## config.mk

```make
export PLATFORM = sky130hd
export DESIGN_NAME = ssr_status_regs
export DESIGN_NICKNAME = d
export VERILOG_FILES = /design/src/common/ssr_pkg.sv /design/src/ssr_status_regs.sv /design/src/ssr_chan_flags.sv /design/src/ssr_gest_queue.sv
export SDC_FILE = /design/constraint.sdc
export NUM_CORES = 1
export LEC_CHECK = 0
export ABC_AREA = 0
export BUFFER_PORTS_ARGS = -buffer_cell sky130_fd_sc_hd__buf_2
export CORE_UTILIZATION = 56
export CTS_BUF_LIST = sky130_fd_sc_hd__clkbuf_8
export DETAILED_ROUTE_END_ITERATION = 7
export GPL_TIMING_DRIVEN = 0
export HOLD_SLACK_MARGIN = 0.02
export MAX_ROUTING_LAYER = met4
export PLACE_DENSITY = 0.86
export SLEW_MARGIN = 30
export SYNTH_ARGS = -nofsm -noshare
export SYNTH_HDL_FRONTEND = slang
export SYNTH_HIERARCHICAL = 1
export SYNTH_SLANG_ARGS = --single-unit
```

## constraint.sdc

```tcl
create_clock -name ref_clk -period 3.6 [get_ports ref_clk]
set_input_delay 0.72 -clock ref_clk [delete_from_list [all_inputs] [get_ports ref_clk]]
set_output_delay 0.72 -clock ref_clk [all_outputs]
set_load 0.02 [all_outputs]
```

## src/common/ssr_pkg.sv

```systemverilog
package ssr_pkg;

  // ----------------------------------------------------------------
  // Widths
  // ----------------------------------------------------------------
  localparam int ADDR_W = 8;
  localparam int DATA_W = 8;
  localparam int AMB_W = 16;
  localparam int PROX_W = 11;
  localparam int GAIN_W = 3;
  localparam int GEST_QUEUE_DEPTH = 32;
  localparam int GEST_PTR_W = 6;

  // ----------------------------------------------------------------
  // Register offsets
  // ----------------------------------------------------------------
  localparam logic [7:0] AMB_STATUS_OFF = 8'h9C;
  localparam logic [7:0] PROX_STATUS_OFF = 8'h9D;
  localparam logic [7:0] GEST_STATUS_OFF = 8'h9E;
  localparam logic [7:0] AMB_CH0_LOW_OFF = 8'hA4;
  localparam logic [7:0] AMB_CH0_HIGH_OFF = 8'hA5;
  localparam logic [7:0] AMB_CH1_LOW_OFF = 8'hA6;
  localparam logic [7:0] AMB_CH1_HIGH_OFF = 8'hA7;
  localparam logic [7:0] PROX_LOW_OFF = 8'hB0;
  localparam logic [7:0] PROX_HIGH_OFF = 8'hB1;
  localparam logic [7:0] GEST_PTR_OFF = 8'hB2;
  localparam logic [7:0] GEST_FIRST_OFF = 8'hB3;
  localparam logic [7:0] GEST_LAST_OFF = 8'hB6;

  // ----------------------------------------------------------------
  // Field positions
  // ----------------------------------------------------------------
  localparam int AMB_VALID_BIT = 5;
  localparam int AMB_GAIN_LSB = 2;
  localparam int AMB_IRQ_BIT = 1;
  localparam int AMB_FRESH_BIT = 0;
  localparam int PROX_NEAR_BIT = 4;
  localparam int PROX_FAR_BIT = 3;
  localparam int PROX_VALID_BIT = 2;
  localparam int PROX_IRQ_BIT = 1;
  localparam int PROX_FRESH_BIT = 0;
  localparam int GEST_FILLED_BIT = 7;
  localparam int GEST_FULL_BIT = 6;
  localparam int GEST_VALID_BIT = 5;
  localparam int GEST_IRQ_BIT = 4;
  localparam int GEST_FRESH_BIT = 3;

  // ----------------------------------------------------------------
  // Reset values
  // ----------------------------------------------------------------
  localparam logic [7:0] STATUS_RESET = 8'h00;
  localparam logic [15:0] RESULT_RESET = 16'h0000;
  localparam logic [7:0] UNMAPPED_READ = 8'h00;

endpackage

```

## src/ssr_status_regs.sv

```systemverilog
`timescale 1ns/1ps
module ssr_status_regs #(
  parameter int QUEUE_DEPTH = ssr_pkg::GEST_QUEUE_DEPTH
) (
  // Clock and reset
  input wire logic ref_clk,
  input wire logic rst_n,
  input wire logic ce,
  // Register port
  input wire logic [ssr_pkg::ADDR_W-1:0] reg_addr,
  input wire logic reg_rd,
  input wire logic reg_wr,
  input wire logic [ssr_pkg::DATA_W-1:0] reg_wdata,
  output logic [ssr_pkg::DATA_W-1:0] reg_rdata,
  output logic reg_rvalid,
  // Ambient measurement
  input wire logic amb_done,
  input wire logic [ssr_pkg::AMB_W-1:0] amb_channel_zero,
  input wire logic [ssr_pkg::AMB_W-1:0] amb_channel_one,
  input wire logic [ssr_pkg::GAIN_W-1:0] amb_gain,
  input wire logic amb_invalid,
  input wire logic amb_out_of_range,
  // Proximity measurement
  input wire logic prox_done,
  input wire logic [ssr_pkg::PROX_W-1:0] prox_count,
  input wire logic prox_near,
  input wire logic prox_far,
  input wire logic prox_invalid,
  input wire logic prox_out_of_range,
  // Gesture datasets
  input wire logic gest_dataset,
  input wire logic gest_invalid,
  output logic gest_restart
);
  import ssr_pkg::*;

  // ----------------------------------------------------------------
  // Result holding registers
  // ----------------------------------------------------------------
  logic [AMB_W-1:0] amb_ch0;
  logic [AMB_W-1:0] amb_ch1;
  logic [GAIN_W-1:0] amb_gain_q;
  logic [PROX_W-1:0] prox_val;
  logic prox_near_q;
  logic prox_far_q;

  always_ff @(posedge ref_clk) begin
    if (!rst_n) begin
      amb_ch0 <= RESULT_RESET;
      amb_ch1 <= RESULT_RESET;
      amb_gain_q <= '0;
    end else if (ce && amb_done) begin
      amb_ch0 <= amb_channel_zero;
      amb_ch1 <= amb_channel_one;
      amb_gain_q <= amb_gain;
    end
  end

  always_ff @(posedge ref_clk) begin
    if (!rst_n) begin
      prox_val <= '0;
      prox_near_q <= 1'b0;
      prox_far_q <= 1'b0;
    end else if (ce && prox_done) begin
      prox_val <= prox_count;
      prox_near_q <= prox_near;
      prox_far_q <= prox_far;
    end
  end

  // ----------------------------------------------------------------
  // Read side effects
  // ----------------------------------------------------------------
  logic amb_result_read;
  logic prox_result_read;
  logic gest_byte_read;
  logic gest_set_read;

  assign amb_result_read = reg_rd && (reg_addr >= AMB_CH0_LOW_OFF) && (reg_addr <= AMB_CH1_HIGH_OFF);
  assign prox_result_read = reg_rd && ((reg_addr == PROX_LOW_OFF) || (reg_addr == PROX_HIGH_OFF));
  assign gest_byte_read = reg_rd && (reg_addr >= GEST_FIRST_OFF) && (reg_addr <= GEST_LAST_OFF);
  assign gest_set_read = reg_rd && (reg_addr == GEST_LAST_OFF);

  // ----------------------------------------------------------------
  // Channel flags
  // ----------------------------------------------------------------
  logic amb_fresh;
  logic amb_irq;
  logic amb_bad;
  logic prox_fresh;
  logic prox_irq;
  logic prox_bad;

  ssr_chan_flags u_amb_flags (
    .ref_clk(ref_clk),
    .rst_n(rst_n),
    .ce(ce),
    .done(amb_done),
    .out_of_range(amb_out_of_range),
    .invalid_in(amb_invalid),
    .result_read(amb_result_read),
    .fresh(amb_fresh),
    .irq(amb_irq),
    .invalid(amb_bad)
  );

  ssr_chan_flags u_prox_flags (
    .ref_clk(ref_clk),
    .rst_n(rst_n),
    .ce(ce),
    .done(prox_done),
    .out_of_range(prox_out_of_range),
    .invalid_in(prox_invalid),
    .result_read(prox_result_read),
    .fresh(prox_fresh),
    .irq(prox_irq),
    .invalid(prox_bad)
  );

  // ----------------------------------------------------------------
  // Gesture queue tracking
  // ----------------------------------------------------------------
  logic [GEST_PTR_W-1:0] gest_count;
  logic gest_full;
  logic gest_irq;
  logic gest_fresh;
  logic gest_bad;

  ssr_gest_queue #(
    .DEPTH(QUEUE_DEPTH)
  ) u_gest_queue (
    .ref_clk(ref_clk),
    .rst_n(rst_n),
    .ce(ce),
    .dataset_in(gest_dataset),
    .invalid_in(gest_invalid),
    .dataset_read(gest_set_read),
    .byte_read(gest_byte_read),
    .count(gest_count),
    .full(gest_full),
    .irq(gest_irq),
    .fresh(gest_fresh),
    .invalid(gest_bad),
    .restart(gest_restart)
  );

  // ----------------------------------------------------------------
  // Status words
  // ----------------------------------------------------------------
  logic [DATA_W-1:0] amb_status;
  logic [DATA_W-1:0] prox_status;
  logic [DATA_W-1:0] gest_status;

  always_comb begin
    amb_status = STATUS_RESET;
    amb_status[AMB_VALID_BIT] = amb_bad;
    amb_status[AMB_GAIN_LSB +: GAIN_W] = amb_gain_q;
    amb_status[AMB_IRQ_BIT] = amb_irq;
    amb_status[AMB_FRESH_BIT] = amb_fresh;
  end

  always_comb begin
    prox_status = STATUS_RESET;
    prox_status[PROX_NEAR_BIT] = prox_near_q;
    prox_status[PROX_FAR_BIT] = prox_far_q;
    prox_status[PROX_VALID_BIT] = prox_bad;
    prox_status[PROX_IRQ_BIT] = prox_irq;
    prox_status[PROX_FRESH_BIT] = prox_fresh;
  end

  always_comb begin
    gest_status = STATUS_RESET;
    gest_status[GEST_FILLED_BIT] = (gest_count != '0);
    gest_status[GEST_FULL_BIT] = gest_full;
    gest_status[GEST_VALID_BIT] = gest_bad;
    gest_status[GEST_IRQ_BIT] = gest_irq;
    gest_status[GEST_FRESH_BIT] = gest_fresh;
  end

  // ----------------------------------------------------------------
  // Read mux
  // ----------------------------------------------------------------
  logic [DATA_W-1:0] next_rdata;

  always_comb begin
    case (reg_addr)
      AMB_STATUS_OFF: next_rdata = amb_status;
      PROX_STATUS_OFF: next_rdata = prox_status;
      GEST_STATUS_OFF: next_rdata = gest_status;
      AMB_CH0_LOW_OFF: next_rdata = amb_ch0[7:0];
      AMB_CH0_HIGH_OFF: next_rdata = amb_ch0[15:8];
      AMB_CH1_LOW_OFF: next_rdata = amb_ch1[7:0];
      AMB_CH1_HIGH_OFF: next_rdata = amb_ch1[15:8];
      PROX_LOW_OFF: next_rdata = prox_val[7:0];
      PROX_HIGH_OFF: next_rdata = {5'h00, prox_val[PROX_W-1:8]};
      GEST_PTR_OFF: next_rdata = {2'h0, gest_count};
      default: next_rdata = UNMAPPED_READ;
    endcase
  end

  // Writes never reach any state here
  always_ff @(posedge ref_clk) begin
    if (!rst_n) begin
      reg_rdata <= UNMAPPED_READ;
      reg_rvalid <= 1'b0;
    end else if (ce) begin
      reg_rvalid <= reg_rd;
      if (reg_rd) begin
        reg_rdata <= next_rdata;
      end
    end
  end
endmodule

```

## src/ssr_chan_flags.sv

```systemverilog
`timescale 1ns/1ps
module ssr_chan_flags (
  // Clock and reset
  input wire logic ref_clk,
  input wire logic rst_n,
  input wire logic ce,
  // Measurement events
  input wire logic done,
  input wire logic out_of_range,
  input wire logic invalid_in,
  input wire logic result_read,
  // Flags
  output logic fresh,
  output logic irq,
  output logic invalid
);
  import ssr_pkg::*;

  // ----------------------------------------------------------------
  // Flags
  // ----------------------------------------------------------------
  always_ff @(posedge ref_clk) begin
    if (!rst_n) begin
      fresh <= 1'b0;
    end else if (ce) begin
      if (done) begin
        fresh <= 1'b1;
      end else if (result_read) begin
        fresh <= 1'b0;
      end
    end
  end

  always_ff @(posedge ref_clk) begin
    if (!rst_n) begin
      irq <= 1'b0;
    end else if (ce) begin
      if (done) begin
        irq <= out_of_range;
      end else if (result_read) begin
        irq <= 1'b0;
      end
    end
  end

  always_ff @(posedge ref_clk) begin
    if (!rst_n) begin
      invalid <= 1'b0;
    end else if (ce && done) begin
      invalid <= invalid_in;
    end
  end
endmodule

```

## src/ssr_gest_queue.sv

```systemverilog
`timescale 1ns/1ps
module ssr_gest_queue #(
  parameter int DEPTH = ssr_pkg::GEST_QUEUE_DEPTH
) (
  // Clock and reset
  input wire logic ref_clk,
  input wire logic rst_n,
  input wire logic ce,
  // Dataset events
  input wire logic dataset_in,
  input wire logic invalid_in,
  input wire logic dataset_read,
  input wire logic byte_read,
  // State
  output logic [ssr_pkg::GEST_PTR_W-1:0] count,
  output logic full,
  output logic irq,
  output logic fresh,
  output logic invalid,
  output logic restart
);
  import ssr_pkg::*;

  logic accept;
  logic take;
  logic last_take;

  // ----------------------------------------------------------------
  // Occupancy
  // ----------------------------------------------------------------
  assign full = (count == GEST_PTR_W'(DEPTH));
  assign accept = dataset_in && !full;
  assign take = dataset_read && (count != '0);
  assign last_take = take && (count == GEST_PTR_W'(1)) && !accept;

  always_ff @(posedge ref_clk) begin
    if (!rst_n) begin
      count <= '0;
    end else if (ce) begin
      count <= count + GEST_PTR_W'(accept) - GEST_PTR_W'(take);
    end
  end

  always_ff @(posedge ref_clk) begin
    if (!rst_n) begin
      irq <= 1'b0;
    end else if (ce) begin
      if (accept) begin
        irq <= 1'b1;
      end else if (last_take) begin
        irq <= 1'b0;
      end
    end
  end

  always_ff @(posedge ref_clk) begin
    if (!rst_n) begin
      restart <= 1'b0;
    end else if (ce) begin
      restart <= last_take;
    end
  end

  always_ff @(posedge ref_clk) begin
    if (!rst_n) begin
      fresh <= 1'b0;
    end else if (ce) begin
      if (accept) begin
        fresh <= 1'b1;
      end else if (byte_read) begin
        fresh <= 1'b0;
      end
    end
  end

  always_ff @(posedge ref_clk) begin
    if (!rst_n) begin
      invalid <= 1'b0;
    end else if (ce && accept) begin
      invalid <= invalid_in;
    end
  end
endmodule

```

# Word level (Yosys, flattened, before mapping)
# Index checks and enable logic that the tools add are counted.
dict set report word_totals {
  out_inout_bits 10
  register_bits 73
  inputBits 77
  elab_cells 75
}
dict set report classes {
  n_eq_ne 13
  n_reduce_logical 26
  n_mux 11
  n_addsub 2
  order_cmp 4
}
# operator count
set op_table {}
lappend op_table {{$eq A8 B8 Y1 const B} 11}
lappend op_table {{$pmux W8 S10} 1}
lappend op_table {{$ge A8 B8 Y1 const B} 2}
lappend op_table {{$le A8 B8 Y1 const B} 2}
lappend op_table {{$logic_and A1 B1 Y1} 13}
lappend op_table {{$mux W1} 10}
lappend op_table {{$reduce_and A2 Y1} 5}
lappend op_table {{$reduce_bool A2 Y1} 4}
lappend op_table {{$add A6 B1 Y6} 1}
lappend op_table {{$eq A6 B1 Y1 const B} 1}
lappend op_table {{$eq A6 B6 Y1 const B} 1}
lappend op_table {{$reduce_bool A6 Y1} 1}
lappend op_table {{$sub A6 B1 Y6} 1}
lappend op_table {{$logic_not A1 Y1} 2}
lappend op_table {{$logic_or A1 B1 Y1} 1}

# Longest topological paths before layout
# Gate-level depths: netlist (run 1).
dict set report depth {
  depth_word 7
  mapped_depth 14
  ltp_nobuf 13
}

# Cells and area by module
# Netlist (run 1), hierarchy kept.
# mod instances seq_area_each_um2 cells_per_inst area_each_um2
set modules_own_cells {}
lappend modules_own_cells {ssr_status_regs 1 1141.1 326 2727.6}
lappend modules_own_cells {ssr_gest_queue 1 200.2 73 655.6}
lappend modules_own_cells {ssr_chan_flags 2 60.1 13 127.6}

# Least setup slack after synthesis (run 1)
# OpenSTA, ideal clock, no wires.
dict set report synth_path {
  path_kind {input to register}
  start {input port reg_addr[0] (netlist name)}
  end {register u_gest_queue/count[4] (netlist name)}
  required_ps 3513
  setup_slack_ps 368
  path_buffers 3
  path_stages 14
  setup_time_ps 87
  t_arrival_ps 3145
  path_cell_list {buf_4 buf_4 buf_2 or3_1 nor3_1 o21a_1 ha_1 inv_1 ha_1 fa_1 a21oi_1 o21bai_1 mux2_2 o31ai_1}
}
dict set report synth_via {
  elab_chain_len 4
}
# item line
set synth_lines {}
lappend synth_lines {{start: declaration} ssr_status_regs.sv:10} ;# input wire logic [ssr_pkg::ADDR_W-1:0] reg_addr,
lappend synth_lines {{$eq A8 B8 Y1} ssr_status_regs.sv:82} ;# assign gest_set_read = reg_rd && (reg_addr == GEST_LAST_OFF);
lappend synth_lines {{$logic_and A1 B1 Y1} ssr_status_regs.sv:82}
lappend synth_lines {{net gest_set_read} ssr_status_regs.sv:77} ;# logic gest_set_read;
lappend synth_lines {{$logic_and A1 B1 Y1} ssr_gest_queue.sv:33} ;# assign take = dataset_read && (count != '0);
lappend synth_lines {{$sub A6 B1 Y6} ssr_gest_queue.sv:40} ;# count <= count + GEST_PTR_W'(accept) - GEST_PTR_W'(take);
lappend synth_lines {{end signal: assignment} ssr_gest_queue.sv:40}
lappend synth_lines {{end: declaration} ssr_gest_queue.sv:15} ;# output logic [ssr_pkg::GEST_PTR_W-1:0] count,
# The timed path passes the listed nets, and every way through them passes these cells.
# A chain may end at the register's enable or synchronous reset.

# Worst setup path in the final report (run 1)
# Same ends and word-level chain as after synthesis.

==> flow_summary.toml, run 1 <==
[status]
status = "complete, no violations"

[logic_synthesis]
yosys_warnings = 6
yosysTopAreaCell = "sky130_fd_sc_hd__dfxtp_1"
postSynth.topFlopCell = "sky130_fd_sc_hd__dfxtp_1"
ys_seq_elements = 73
synth.lib_cells_used.distinct = 58
synth_top_area_share_pct = 40.2
synth_area_leaders = "sky130_fd_sc_hd__dfxtp_1 (40%), sky130_fd_sc_hd__nand2_1 (12%), sky130_fd_sc_hd__a21oi_1 (7.7%)"
fraction_of_registers_with_async_set_or_reset_after_synthesis_pct = 0
cell_with_the_most_instances_after_synthesis = "sky130_fd_sc_hd__nand2_1"
postSynthCellCount = 425
yosys-top-cells-count = "sky130_fd_sc_hd__nand2_1 (115), sky130_fd_sc_hd__dfxtp_1 (73), sky130_fd_sc_hd__a21oi_1 (56)"
syn_nets = 512
synth.cell_area_sq_um = 3640
synth_edf_count = 0
part_of_the_yosys_area_used_for_sequential_elements_pct = 40.2
syn-mean-instance-area_sq_um = 8.56

[floorplanning]
fp.coreArea_sq_um = 6310
dieArea_sq_um = 6820
num_rows = 29
die_h_microns = 82.6
die_w_microns = 82.6
top_ports = 87
initial_utilization_pct = 57.6

[power]
power.density_nw_per_um2 = 429
leakage_uw = 0.00176
p_total_uw = 1850
ir_worst_vdd_mv = 0.352

[setup_path]
start_kind = "input port"
critPathKind = "input port to register"
critical_path.max_stage_delay_ns = 0.39
cp_data_required_time_ns = 3.88
critical_path.cell_chain = "buf_4 -> buf_4 -> buf_2 -> or3_1 -> nor3_1 -> o21a_1 -> ha_1 -> inv_1 -> ha_1 -> fa_1 -> a21oi_1 -> o21bai_1 -> mux2_2 -> o31ai_1"
timing.critical_path.slowest_stage_cell = "sky130_fd_sc_hd__or3_1"
highest_net_fanout_along_the_worst_path = 10
end_kind = "register"
critPathArrivalTime_ns = 3.48
path_buf_inv = 4
timing.critical_path.max_delay_family = "adder cells"

[routing]
detail_route.vias_per_cell = 5.71
via_count = 3384
routed_wirelength_microns = 9500
avgRoutedWirePerCell_microns = 16.0
route.detailed.drc = 0
detail-route-antenna-nets = 0
dr.first_iter.drc_count = 220
length_of_the_first_detailed_routing_pass_in_iterations = 4

[place]
globalplace.congestion = 0.931
port_buffers = 75
hpwl_microns = 7270

[timing]
timing_hold_violations_final = 0
max_slew_margin_pct = 63.3
worstMarginPinSlew_ns = 0.551
report.final.setup_viol = 0
timing.final.crit_period_ns = 3.21
post-route-period-util_pct = 89.1
setup_repair_after_global_routing_missed_its_margin = "false"
finClkSkew_ns = 0.00793
max_freq_ghz = 0.312
setup_tns_ns = 0
timing.final.max_slew_violations = 0

[grt]
global_router_s_overall_resource_usage_pct = 30.6
grt_pass1_vias = 3152
globalRouteOverflowTotal = 0
grt_pass1_wl_microns = 14500
antenna_violations_before_repair = 0
grt_start_max_net_pins = 24

[layout]
design.final.nets = 598
num_antenna_cells = 0
layout-area-overhead-vs-synth_pct = 18.6
num-fill-cells = 511
layout-drive-gt1-share_pct = 25.2

[cts]
clk_path_buf_depth = 2
count_of_clock_tree_sinks = 73
clock_insertion_delay_worst_skew_ns = 0.37
clkSlewWorstSetupHoldPaths_ns = 0.07
cts_hold_repair_buffers = 0
clock_tree_from_tritoncts = "built"
post_cts_gate_resize_count = 0
cts_setup_buffers = 0
cts_made_buffers = 9
clock_tree.root_cell = "sky130_fd_sc_hd__clkbuf_8"
htree_num_levels = 3

[job]
cap_violations = 0

[hold_path]
min-delay-path-class = "register to register"
## tightest hold or removal path, stage by stage, from the launching register on
cell and delay [ns]:
sky130_fd_sc_hd__dfxtp_1 0.31, sky130_fd_sc_hd__nand2_1 0.05, sky130_fd_sc_hd__a21oi_1 0.05
## sequential cells by signal, indices dropped and copies added, names as in the netlist, 3 cells and up
| signal | count |
|---|---|
| amb_ch1 | 16 |
| amb_ch0 | 16 |
| u_gest_queue/count | 6 |
| amb_gain_q | 3 |
| prox_val | 11 |
| reg_rdata | 8 |
## worst paths after layout
path / start / cells past startpoint / slack (ns) / end
setup / recovery: reg_addr[0] / 14 / 0.39 / u_gest_queue/count[4]$_SDFFE_PN0P_
hold / removal: amb_ch1[2]$_SDFFE_PN0P_ / 2 / 0.46 / amb_ch1[2]$_SDFFE_PN0P_
setup reg to reg: u_gest_queue/count[3]$_SDFFE_PN0P_ / 13 / 0.70 / u_gest_queue/count[4]$_SDFFE_PN0P_
hold reg to reg: amb_ch1[2]$_SDFFE_PN0P_ / 2 / 0.46 / amb_ch1[2]$_SDFFE_PN0P_
## kinds of logic (layout without fill, tap and decap cells)
family | count (synthesis) | count (layout) | synth area share (%)
xor+xnor | 3 | 3 | 0.722
compound gates | 107 | 107 | 20.3
flops | 73 | 73 | 40.2
fa+ha+maj | 10 | 10 | 3.65
mux | 23 | 23 | 9.18
buf+inv | 38 | 129 | 4.50
simple gates | 171 | 171 | 21.5
## metal layers
metal,global-route usage (%),wire length (microns),part of all wire (%)
met4,19.8,380,4.0
met2,52.2,4720,50
met3,7.80,624,6.6
met5,-,0,0
met1,31.3,3770,40
## through the flow
stage          instance area (sq um)  std cells  utilization [%]  setup slack (ns)  hold slack (ns)
6_report                        4310        593             68.3             0.392            0.457
3_5_place_dp                    4110        577             65.1            0.0331            0.446
4_1_cts                         4310        593             68.3             0.396            0.456
3_3_place_gp                    4110        577             65.1             0.152            0.439
2_1_floorplan                   3640        425                -             0.368            0.433
5_1_grt                         4310        593             68.3             0.266            0.472
## cell usage in the layout (no fill, tap or decap), types with 3 or more instances in the layout
| cell type | instances |
|---|---|
| sky130_fd_sc_hd__nor2_1 | 13 |
| sky130_fd_sc_hd__o2bb2ai_1 | 5 |
| sky130_fd_sc_hd__o21a_1 | 6 |
| sky130_fd_sc_hd__nand3_1 | 5 |
| sky130_fd_sc_hd__ha_1 | 9 |
| sky130_fd_sc_hd__a211oi_1 | 10 |
| sky130_fd_sc_hd__nor4_1 | 6 |
| sky130_fd_sc_hd__a21boi_0 | 4 |
| sky130_fd_sc_hd__mux2_2 | 3 |
| sky130_fd_sc_hd__and3_1 | 9 |
| sky130_fd_sc_hd__clkbuf_1 | 16 |
| sky130_fd_sc_hd__buf_2 | 80 |
| sky130_fd_sc_hd__o22ai_1 | 3 |
| sky130_fd_sc_hd__a21oi_1 | 56 |
| sky130_fd_sc_hd__inv_1 | 11 |
| sky130_fd_sc_hd__clkbuf_8 | 10 |
| sky130_fd_sc_hd__mux4_2 | 8 |
| sky130_fd_sc_hd__dfxtp_1 | 73 |
| sky130_fd_sc_hd__mux2i_1 | 12 |
| sky130_fd_sc_hd__nor3_1 | 3 |
| sky130_fd_sc_hd__nand2_1 | 115 |
| sky130_fd_sc_hd__and2_1 | 4 |
## area by class of cell
cell class / instances / area (sq um) / share of cell area [%]
plain buffers: 24 / 111 / 2.58
clock buffers: 10 / 138 / 3.19
clock inverters: 6 / 66.3 / 1.54
inverters: 14 / 52.6 / 1.22
multi-input cells: 314 / 2010 / 46.7
flip-flops and latches: 73 / 1460 / 33.9
well taps: 77 / 96.3 / 2.23
repair buffers: 75 / 375 / 8.70
## power breakdown
group	switching, uW	total (uW)	internal, uW
logic	172	302	130
clock network	321	662	341
registers	33.9	885	851
Power figures use the tool's default switching activity.
==> inputs of run 2 (changes only) <==
Settings changed: SYNTH_HIERARCHICAL 1 to default.
==> run 2 against run 1 <==
Compared with the run above:
- setup slack gained 0.28 ns
- count of clock-buffer cells in the layout grew 1
- non-clock buffer count grew 5
- clock power grew 2%
- sequential power is essentially flat
- first-iteration DRC count grew 66%
- sequential share of layout area shrank 0.28 points
- critical endpoint is now u_gest_queue.count[4]$_SDFFE_PN0P_
- highest routed layer unchanged
==> flow_summary.toml, run 2 <==
[floorplanning]
fp.coreArea_sq_um = 6350
die_h_microns = 83.0
die_w_microns = 83.0
num_rows = 29
initial_utilization_pct = 57.9
top_ports = 87
dieArea_sq_um = 6890

[cts]
htree_num_levels = 3
clock_tree.root_cell = "sky130_fd_sc_hd__clkbuf_8"
clock_tree_from_tritoncts = "built"
cts_setup_buffers = 0
clk_path_buf_depth = 2
post_cts_gate_resize_count = 0
count_of_clock_tree_sinks = 73
cts_made_buffers = 9
clkSlewWorstSetupHoldPaths_ns = 0.08
cts_hold_repair_buffers = 0
clock_insertion_delay_worst_skew_ns = 0.36

[logic_synthesis]
yosys-top-cells-count = "sky130_fd_sc_hd__nand2_1 (119), sky130_fd_sc_hd__dfxtp_1 (73), sky130_fd_sc_hd__a21oi_1 (62)"
synth.cell_area_sq_um = 3670
yosys_warnings = 0
synth_adder_area_share_pct = 3.61
synth_area_leaders = "sky130_fd_sc_hd__dfxtp_1 (40%), sky130_fd_sc_hd__nand2_1 (12%), sky130_fd_sc_hd__a21oi_1 (8.4%)"
synth_top_family_by_area = "simple AND/OR/NAND/NOR gates"
yosys.area_share.xor_xnor_pct = 0.477
synth_top_area_share_pct = 39.8
synth_edf_count = 0
ys_seq_elements = 73
synth.mux.area_fraction_pct = 8.55
syn-mean-instance-area_sq_um = 8.50
part_of_the_yosys_area_used_for_sequential_elements_pct = 39.8
synth-simple-area-share_pct = 22.4
postSynthCellCount = 432
syn_nets = 519
cell_with_the_most_instances_after_synthesis = "sky130_fd_sc_hd__nand2_1"
fraction_of_registers_with_async_set_or_reset_after_synthesis_pct = 0
postSynth.topFlopCell = "sky130_fd_sc_hd__dfxtp_1"
synth_compound_gate_area_share_pct = 19.8
yosysTopAreaCell = "sky130_fd_sc_hd__dfxtp_1"
synth.lib_cells_used.distinct = 68

[setup_path]
critPathArrivalTime_ns = 3.18
highest_net_fanout_along_the_worst_path = 3
end_kind = "register"
critPathKind = "register to register"
start_kind = "register"
cp_data_required_time_ns = 3.85

[layout]
design.final.nets = 605
commonest_non_fill_non_tap_cell_in_the_layout = "sky130_fd_sc_hd__nand2_1"
num-fill-cells = 533
layout-drive-gt1-share_pct = 23.1
post-route-cell-area_sq_um = 4350
final_cell_mix = "sky130_fd_sc_hd__nand2_1 (119), sky130_fd_sc_hd__buf_2 (77), sky130_fd_sc_hd__dfxtp_1 (73)"
final_cells = 600
layout-area-overhead-vs-synth_pct = 18.4
finish.utilization_pct = 68.5
top_regs = "amb_ch0 x16, amb_ch1 x16, prox_val x11"
num_antenna_cells = 0

[timing]
timing_hold_violations_final = 0
report.final.setup_viol = 0
max_slew_margin_pct = 54.2
timing.final.crit_period_ns = 2.93
finClkSkew_ns = 0.00425
setup_tns_ns = 0
setup_repair_after_global_routing_missed_its_margin = "false"
worstMarginPinSlew_ns = 0.677
postLayoutSetupSlackWorst_ns = 0.675
timing.final.max_slew_violations = 0
post-route-period-util_pct = 81.3
max_freq_ghz = 0.342

[power]
ir_worst_vdd_mv = 0.289
leakage_uw = 0.00177
power.density_nw_per_um2 = 431

[routing]
detail-route-antenna-nets = 0
routed_wirelength_microns = 9940
length_of_the_first_detailed_routing_pass_in_iterations = 5
dr.first_iter.drc_count = 365
avgRoutedWirePerCell_microns = 16.6
via_count = 3558
route.detailed.drc = 0
detail_route.vias_per_cell = 5.93

[place]
hpwl_microns = 7320
placed_cells = 584
globalplace.congestion = 0.951
dpl-instance-area_sq_um = 4150
port_buffers = 75
dpl_worst_slack_ns = 0.464

[grt]
globalRouteOverflowTotal = 0
grt_pass1_vias = 3488
grt_pass1_wl_microns = 16500
grt_start_max_net_pins = 13
global_router_s_overall_resource_usage_pct = 31.2
antenna_violations_before_repair = 0

[status]
status = "complete, no violations"

[hold_path]
min-delay-path-class = "register to register"

[job]
cap_violations = 0
-- run 2: changes by cell type after synthesis, moves of 5 or more --
| cell | previous run | this run |
|---|---|---|
| sky130_fd_sc_hd__and3_1 | 9 | 4 |
| sky130_fd_sc_hd__a211oi_1 | 10 | 3 |
| sky130_fd_sc_hd__o21a_1 | 6 | 1 |
| sky130_fd_sc_hd__buf_1 | 0 | 5 |
| sky130_fd_sc_hd__a21oi_1 | 56 | 62 |
| sky130_fd_sc_hd__a22oi_1 | 1 | 8 |
-- run 2: layout make-up --
type                            count  area (sq um)  area share, %
Clock buffer                       11           151           3.48
Buffer                             29           158           3.62
Sequential cell                    73          1460           33.6
Timing Repair Buffer               75           375           8.63
Tap cell                           77          96.3           2.21
Clock inverter                      5          53.8           1.24
Inverter                           11          41.3          0.949
Multi-Input combinational cell    319          2010           46.3
-- run 2: kinds of logic (layout without fill, tap and decap cells) --
group           after synthesis  in the layout
fa+ha+maj                    10             10
compound gates              112            112
simple gates                174            174
buf+inv                      40            131
flops                        73             73
mux                          21             21
xor+xnor                      2              2
-- run 2: where the power goes --
group	leakage [uW]	switching [uW]	internal, uW	total (uW)
logic	0.00106	176	141	317
registers	0.000597	32.5	851	884
clock network	0.000109	321	356	676
total	0.00177	529	1350	1880
-- run 2: worst paths after layout --
path | start | endpoint | slack, ns | cells past startpoint
setup reg to reg | u_gest_queue.count[2]$_SDFFE_PN0P_ | u_gest_queue.count[4]$_SDFFE_PN0P_ | 0.67 | 14
hold / removal | reg_rdata[6]$_SDFFE_PN0P_ | reg_rdata[6]$_SDFFE_PN0P_ | 0.45 | 2
hold reg to reg | reg_rdata[6]$_SDFFE_PN0P_ | reg_rdata[6]$_SDFFE_PN0P_ | 0.45 | 2
setup / recovery | u_gest_queue.count[2]$_SDFFE_PN0P_ | u_gest_queue.count[4]$_SDFFE_PN0P_ | 0.67 | 14
-- run 2: per-layer routing --
| layer | routed length [microns] | track usage, % |
|---|---|---|
| met1 | 4030 | 37.1 |
| met2 | 4830 | 50.7 |
| met3 | 791 | 7.06 |
| met4 | 289 | 13.9 |
| met5 | 0 | - |
-- run 2: per-stage QoR --
stage               hold WS [ns]  power, uW
detailed placement         0.444       1210
global route               0.469       1960
global placement           0.433       1200
floorplan                  0.432       1100
CTS                        0.455       1870
finish                     0.450       1880
-- run 2: worst max-delay path, cell delays in order (launching register included) --
cell and delay [ns]:
sky130_fd_sc_hd__dfxtp_1 0.37, sky130_fd_sc_hd__inv_1 0.11, sky130_fd_sc_hd__ha_1 0.24, sky130_fd_sc_hd__nor3b_1 0.16, sky130_fd_sc_hd__a21o_1 0.21, sky130_fd_sc_hd__nor3_1 0.20, sky130_fd_sc_hd__ha_1 0.26, sky130_fd_sc_hd__inv_1 0.06
sky130_fd_sc_hd__ha_1 0.17, sky130_fd_sc_hd__inv_1 0.06, sky130_fd_sc_hd__fa_1 0.40, sky130_fd_sc_hd__nor2b_1 0.16, sky130_fd_sc_hd__o21a_1 0.13, sky130_fd_sc_hd__o21ai_0 0.07, sky130_fd_sc_hd__a41o_1 0.24
==> inputs of run 3 (changes only) <==
Settings changed: CORE_UTILIZATION 56 to 50, PLACE_DENSITY 0.86 to 0.81.
Clock period 3.6 ns to 2.4 ns, I/O delays scaled along.
==> run 3 against run 2 <==
Compared with the run above:
- the run now ends with setup timing left
- clock skew grew 0.0049 ns
- wire length is 3.7% higher
- utilization decreased by 4.5 points
- setup slack worse by 0.85 ns
- critical path depth did not move
- via count increased by 0.37%
- clock power up 44%
- first-iteration DRC count is 36% lower
- flip-flop and latch count unchanged
- cell count is 3.8% higher
- non-clock buffer count up 4
==> flow_summary.toml, run 3 (same netlist as run 2, synthesis figures left out) <==
[timing]
post-route-period-util_pct = 107
worstMarginPinSlew_ns = 0.778
timing_hold_violations_final = 0
hold-worst-slack_ns = 0.351
timing.final.crit_period_ns = 2.58
report.final.setup_viol = 2
finClkSkew_ns = 0.00919
max_freq_ghz = 0.388
timing.final.max_slew_violations = 0
postLayoutSetupSlackWorst_ns = -0.176
setup_repair_after_global_routing_missed_its_margin = "true"
max_slew_margin_pct = 47.4

[setup_path]
start_kind = "register"
end_kind = "register"
critical_path.max_stage_delay_ns = 0.34
critical_path.cell_chain = "inv_2 -> ha_4 -> nor3b_4 -> a21o_1 -> nor3_2 -> ha_1 -> inv_1 -> ha_2 -> inv_2 -> fa_2 -> nor2b_1 -> o21a_1 -> or3_1 -> a41o_1"
highest_net_fanout_along_the_worst_path = 3
cp_data_required_time_ns = 2.65
path_buf_inv = 3
critPathKind = "register to register"
timing.critical_path.max_delay_family = "adder cells"
timing.critical_path.slowest_stage_cell = "sky130_fd_sc_hd__dfxtp_2"
timing.critical_path.mode_cell = "sky130_fd_sc_hd__inv_2"
critPathArrivalTime_ns = 2.82

[status]
status = "finished, violations left"
violated_checks = "setup timing"

[power]
leakage_uw = 0.00179
ir_worst_vdd_mv = 0.406
power.density_nw_per_um2 = 636

[routing]
via_count = 3571
length_of_the_first_detailed_routing_pass_in_iterations = 5
avgRoutedWirePerCell_microns = 16.6
routed_wirelength_microns = 10300
detail-route-antenna-nets = 0
route.detailed.drc = 0
detail_route.vias_per_cell = 5.73
dr.first_iter.drc_count = 235

[cts]
cts_hold_repair_buffers = 0
clkSlewWorstSetupHoldPaths_ns = 0.08
clock_insertion_delay_worst_skew_ns = 0.36
count_of_clock_tree_sinks = 73
cts_made_buffers = 9
clk_path_buf_depth = 2
clock_tree.root_cell = "sky130_fd_sc_hd__clkbuf_8"
clock_tree_from_tritoncts = "built"
htree_num_levels = 3

[layout]
design.final.nets = 609
layout-area-overhead-vs-synth_pct = 21.0
top_regs = "amb_ch0 x16, amb_ch1 x16, prox_val x11"
layout-drive-gt1-share_pct = 26.2
final_cell_mix = "sky130_fd_sc_hd__nand2_1 (119), sky130_fd_sc_hd__buf_2 (77), sky130_fd_sc_hd__dfxtp_1 (70)"
commonest_non_fill_non_tap_cell_in_the_layout = "sky130_fd_sc_hd__nand2_1"
num_antenna_cells = 0

[floorplanning]
initial_utilization_pct = 52.9
num_rows = 30
die_w_microns = 87.7
die_h_microns = 87.7
dieArea_sq_um = 7690
fp.coreArea_sq_um = 6940
top_ports = 87

[grt]
grt_pass1_vias = 3460
globalRouteOverflowTotal = 0
gr-max-usage-layer = "met2"
global_router_s_overall_resource_usage_pct = 29.3
grt_pass1_wl_microns = 16400
met1_usage_pct = 34.8
grt_use_met2_pct = 48.5
antenna_violations_before_repair = 0
grt_start_max_net_pins = 13
globalRouteMet3Util_pct = 4.71

[place]
hpwl_microns = 7600
dpl_worst_slack_ns = -0.455
port_buffers = 75
globalplace.congestion = 0.939

[hold_path]
min-delay-path-class = "input port to register"

[job]
cap_violations = 0
==> run 3: cell count changes in the layout (fill, tap and decap cells not counted), moves of 2 or more <==
cell,previous run,this run
sky130_fd_sc_hd__inv_2,0,3
sky130_fd_sc_hd__dfxtp_1,73,70
sky130_fd_sc_hd__ha_1,9,6
sky130_fd_sc_hd__buf_4,0,4
sky130_fd_sc_hd__ha_2,0,2
sky130_fd_sc_hd__inv_1,11,9
sky130_fd_sc_hd__dfxtp_2,0,3
==> run 3: final timing paths <==
path | from | endpoint | slack (ns) | depth (start not counted)
setup / recovery | u_gest_queue.count[2]$_SDFFE_PN0P_ | u_gest_queue.count[4]$_SDFFE_PN0P_ | -0.18 | 14
hold / removal | amb_channel_one[6] | amb_ch1[6]$_SDFFE_PN0P_ | 0.35 | 3
setup reg to reg | u_gest_queue.count[2]$_SDFFE_PN0P_ | u_gest_queue.count[4]$_SDFFE_PN0P_ | -0.18 | 14
hold reg to reg | reg_rdata[5]$_SDFFE_PN0P_ | reg_rdata[5]$_SDFFE_PN0P_ | 0.45 | 2
==> run 3: metal layers <==
layer,share of wire [%],up-vias
li1,-,1709
met3,7.1,36
met5,0,-
met4,3.1,0
met1,41,1659
met2,49,167
==> run 3: metrics by stage <==
| stage | setup TNS, ns | power (uW) | cells | instance area [sq um] | utilization, % |
|---|---|---|---|---|---|
| after detailed placement | -1.38 | 1830 | 603 | 4190 | 60.3 |
| after CTS | -0.381 | 2820 | 622 | 4430 | 63.9 |
| after global placement | -0.975 | 1810 | 603 | 4190 | 60.3 |
| after floorplan | -0.0806 | 1660 | 432 | 3690 | - |
| final | -0.220 | 2830 | 623 | 4450 | 64.0 |
| after global routing | -0.801 | 2960 | 623 | 4450 | 64.0 |
==> run 3: area by class of cell <==
| type | instances | area (sq um) |
|---|---|---|
| sequential | 73 | 1470 |
| multi-input combinational | 319 | 2060 |
| timing repair buffer | 79 | 405 |
| fill | 614 | 2500 |
| tap | 96 | 120 |
| clock buffer | 10 | 138 |
| buffer | 29 | 158 |
| clock inverter | 6 | 57.6 |
| inverter | 11 | 41.3 |
==> run 3: timing repair <==
| action | CTS | global route |
|---|---|---|
| endpoints found under the setup margin | 5 | 5 |
| setup buffers | 3 | 1 |
| pin swaps | 5 | 1 |
| gates resized for setup | 7 | 1 |
==> run 3: power by group <==
part	total [uW]	internal, uW	switching [uW]
clock network	973	503	470
logic	526	241	285
registers	1330	1280	51.5
==> run 3: tightest hold or removal path: stages <==
cell and delay (ns):
sky130_fd_sc_hd__buf_2 0.09, sky130_fd_sc_hd__nand2_1 0.04, sky130_fd_sc_hd__a21oi_1 0.05
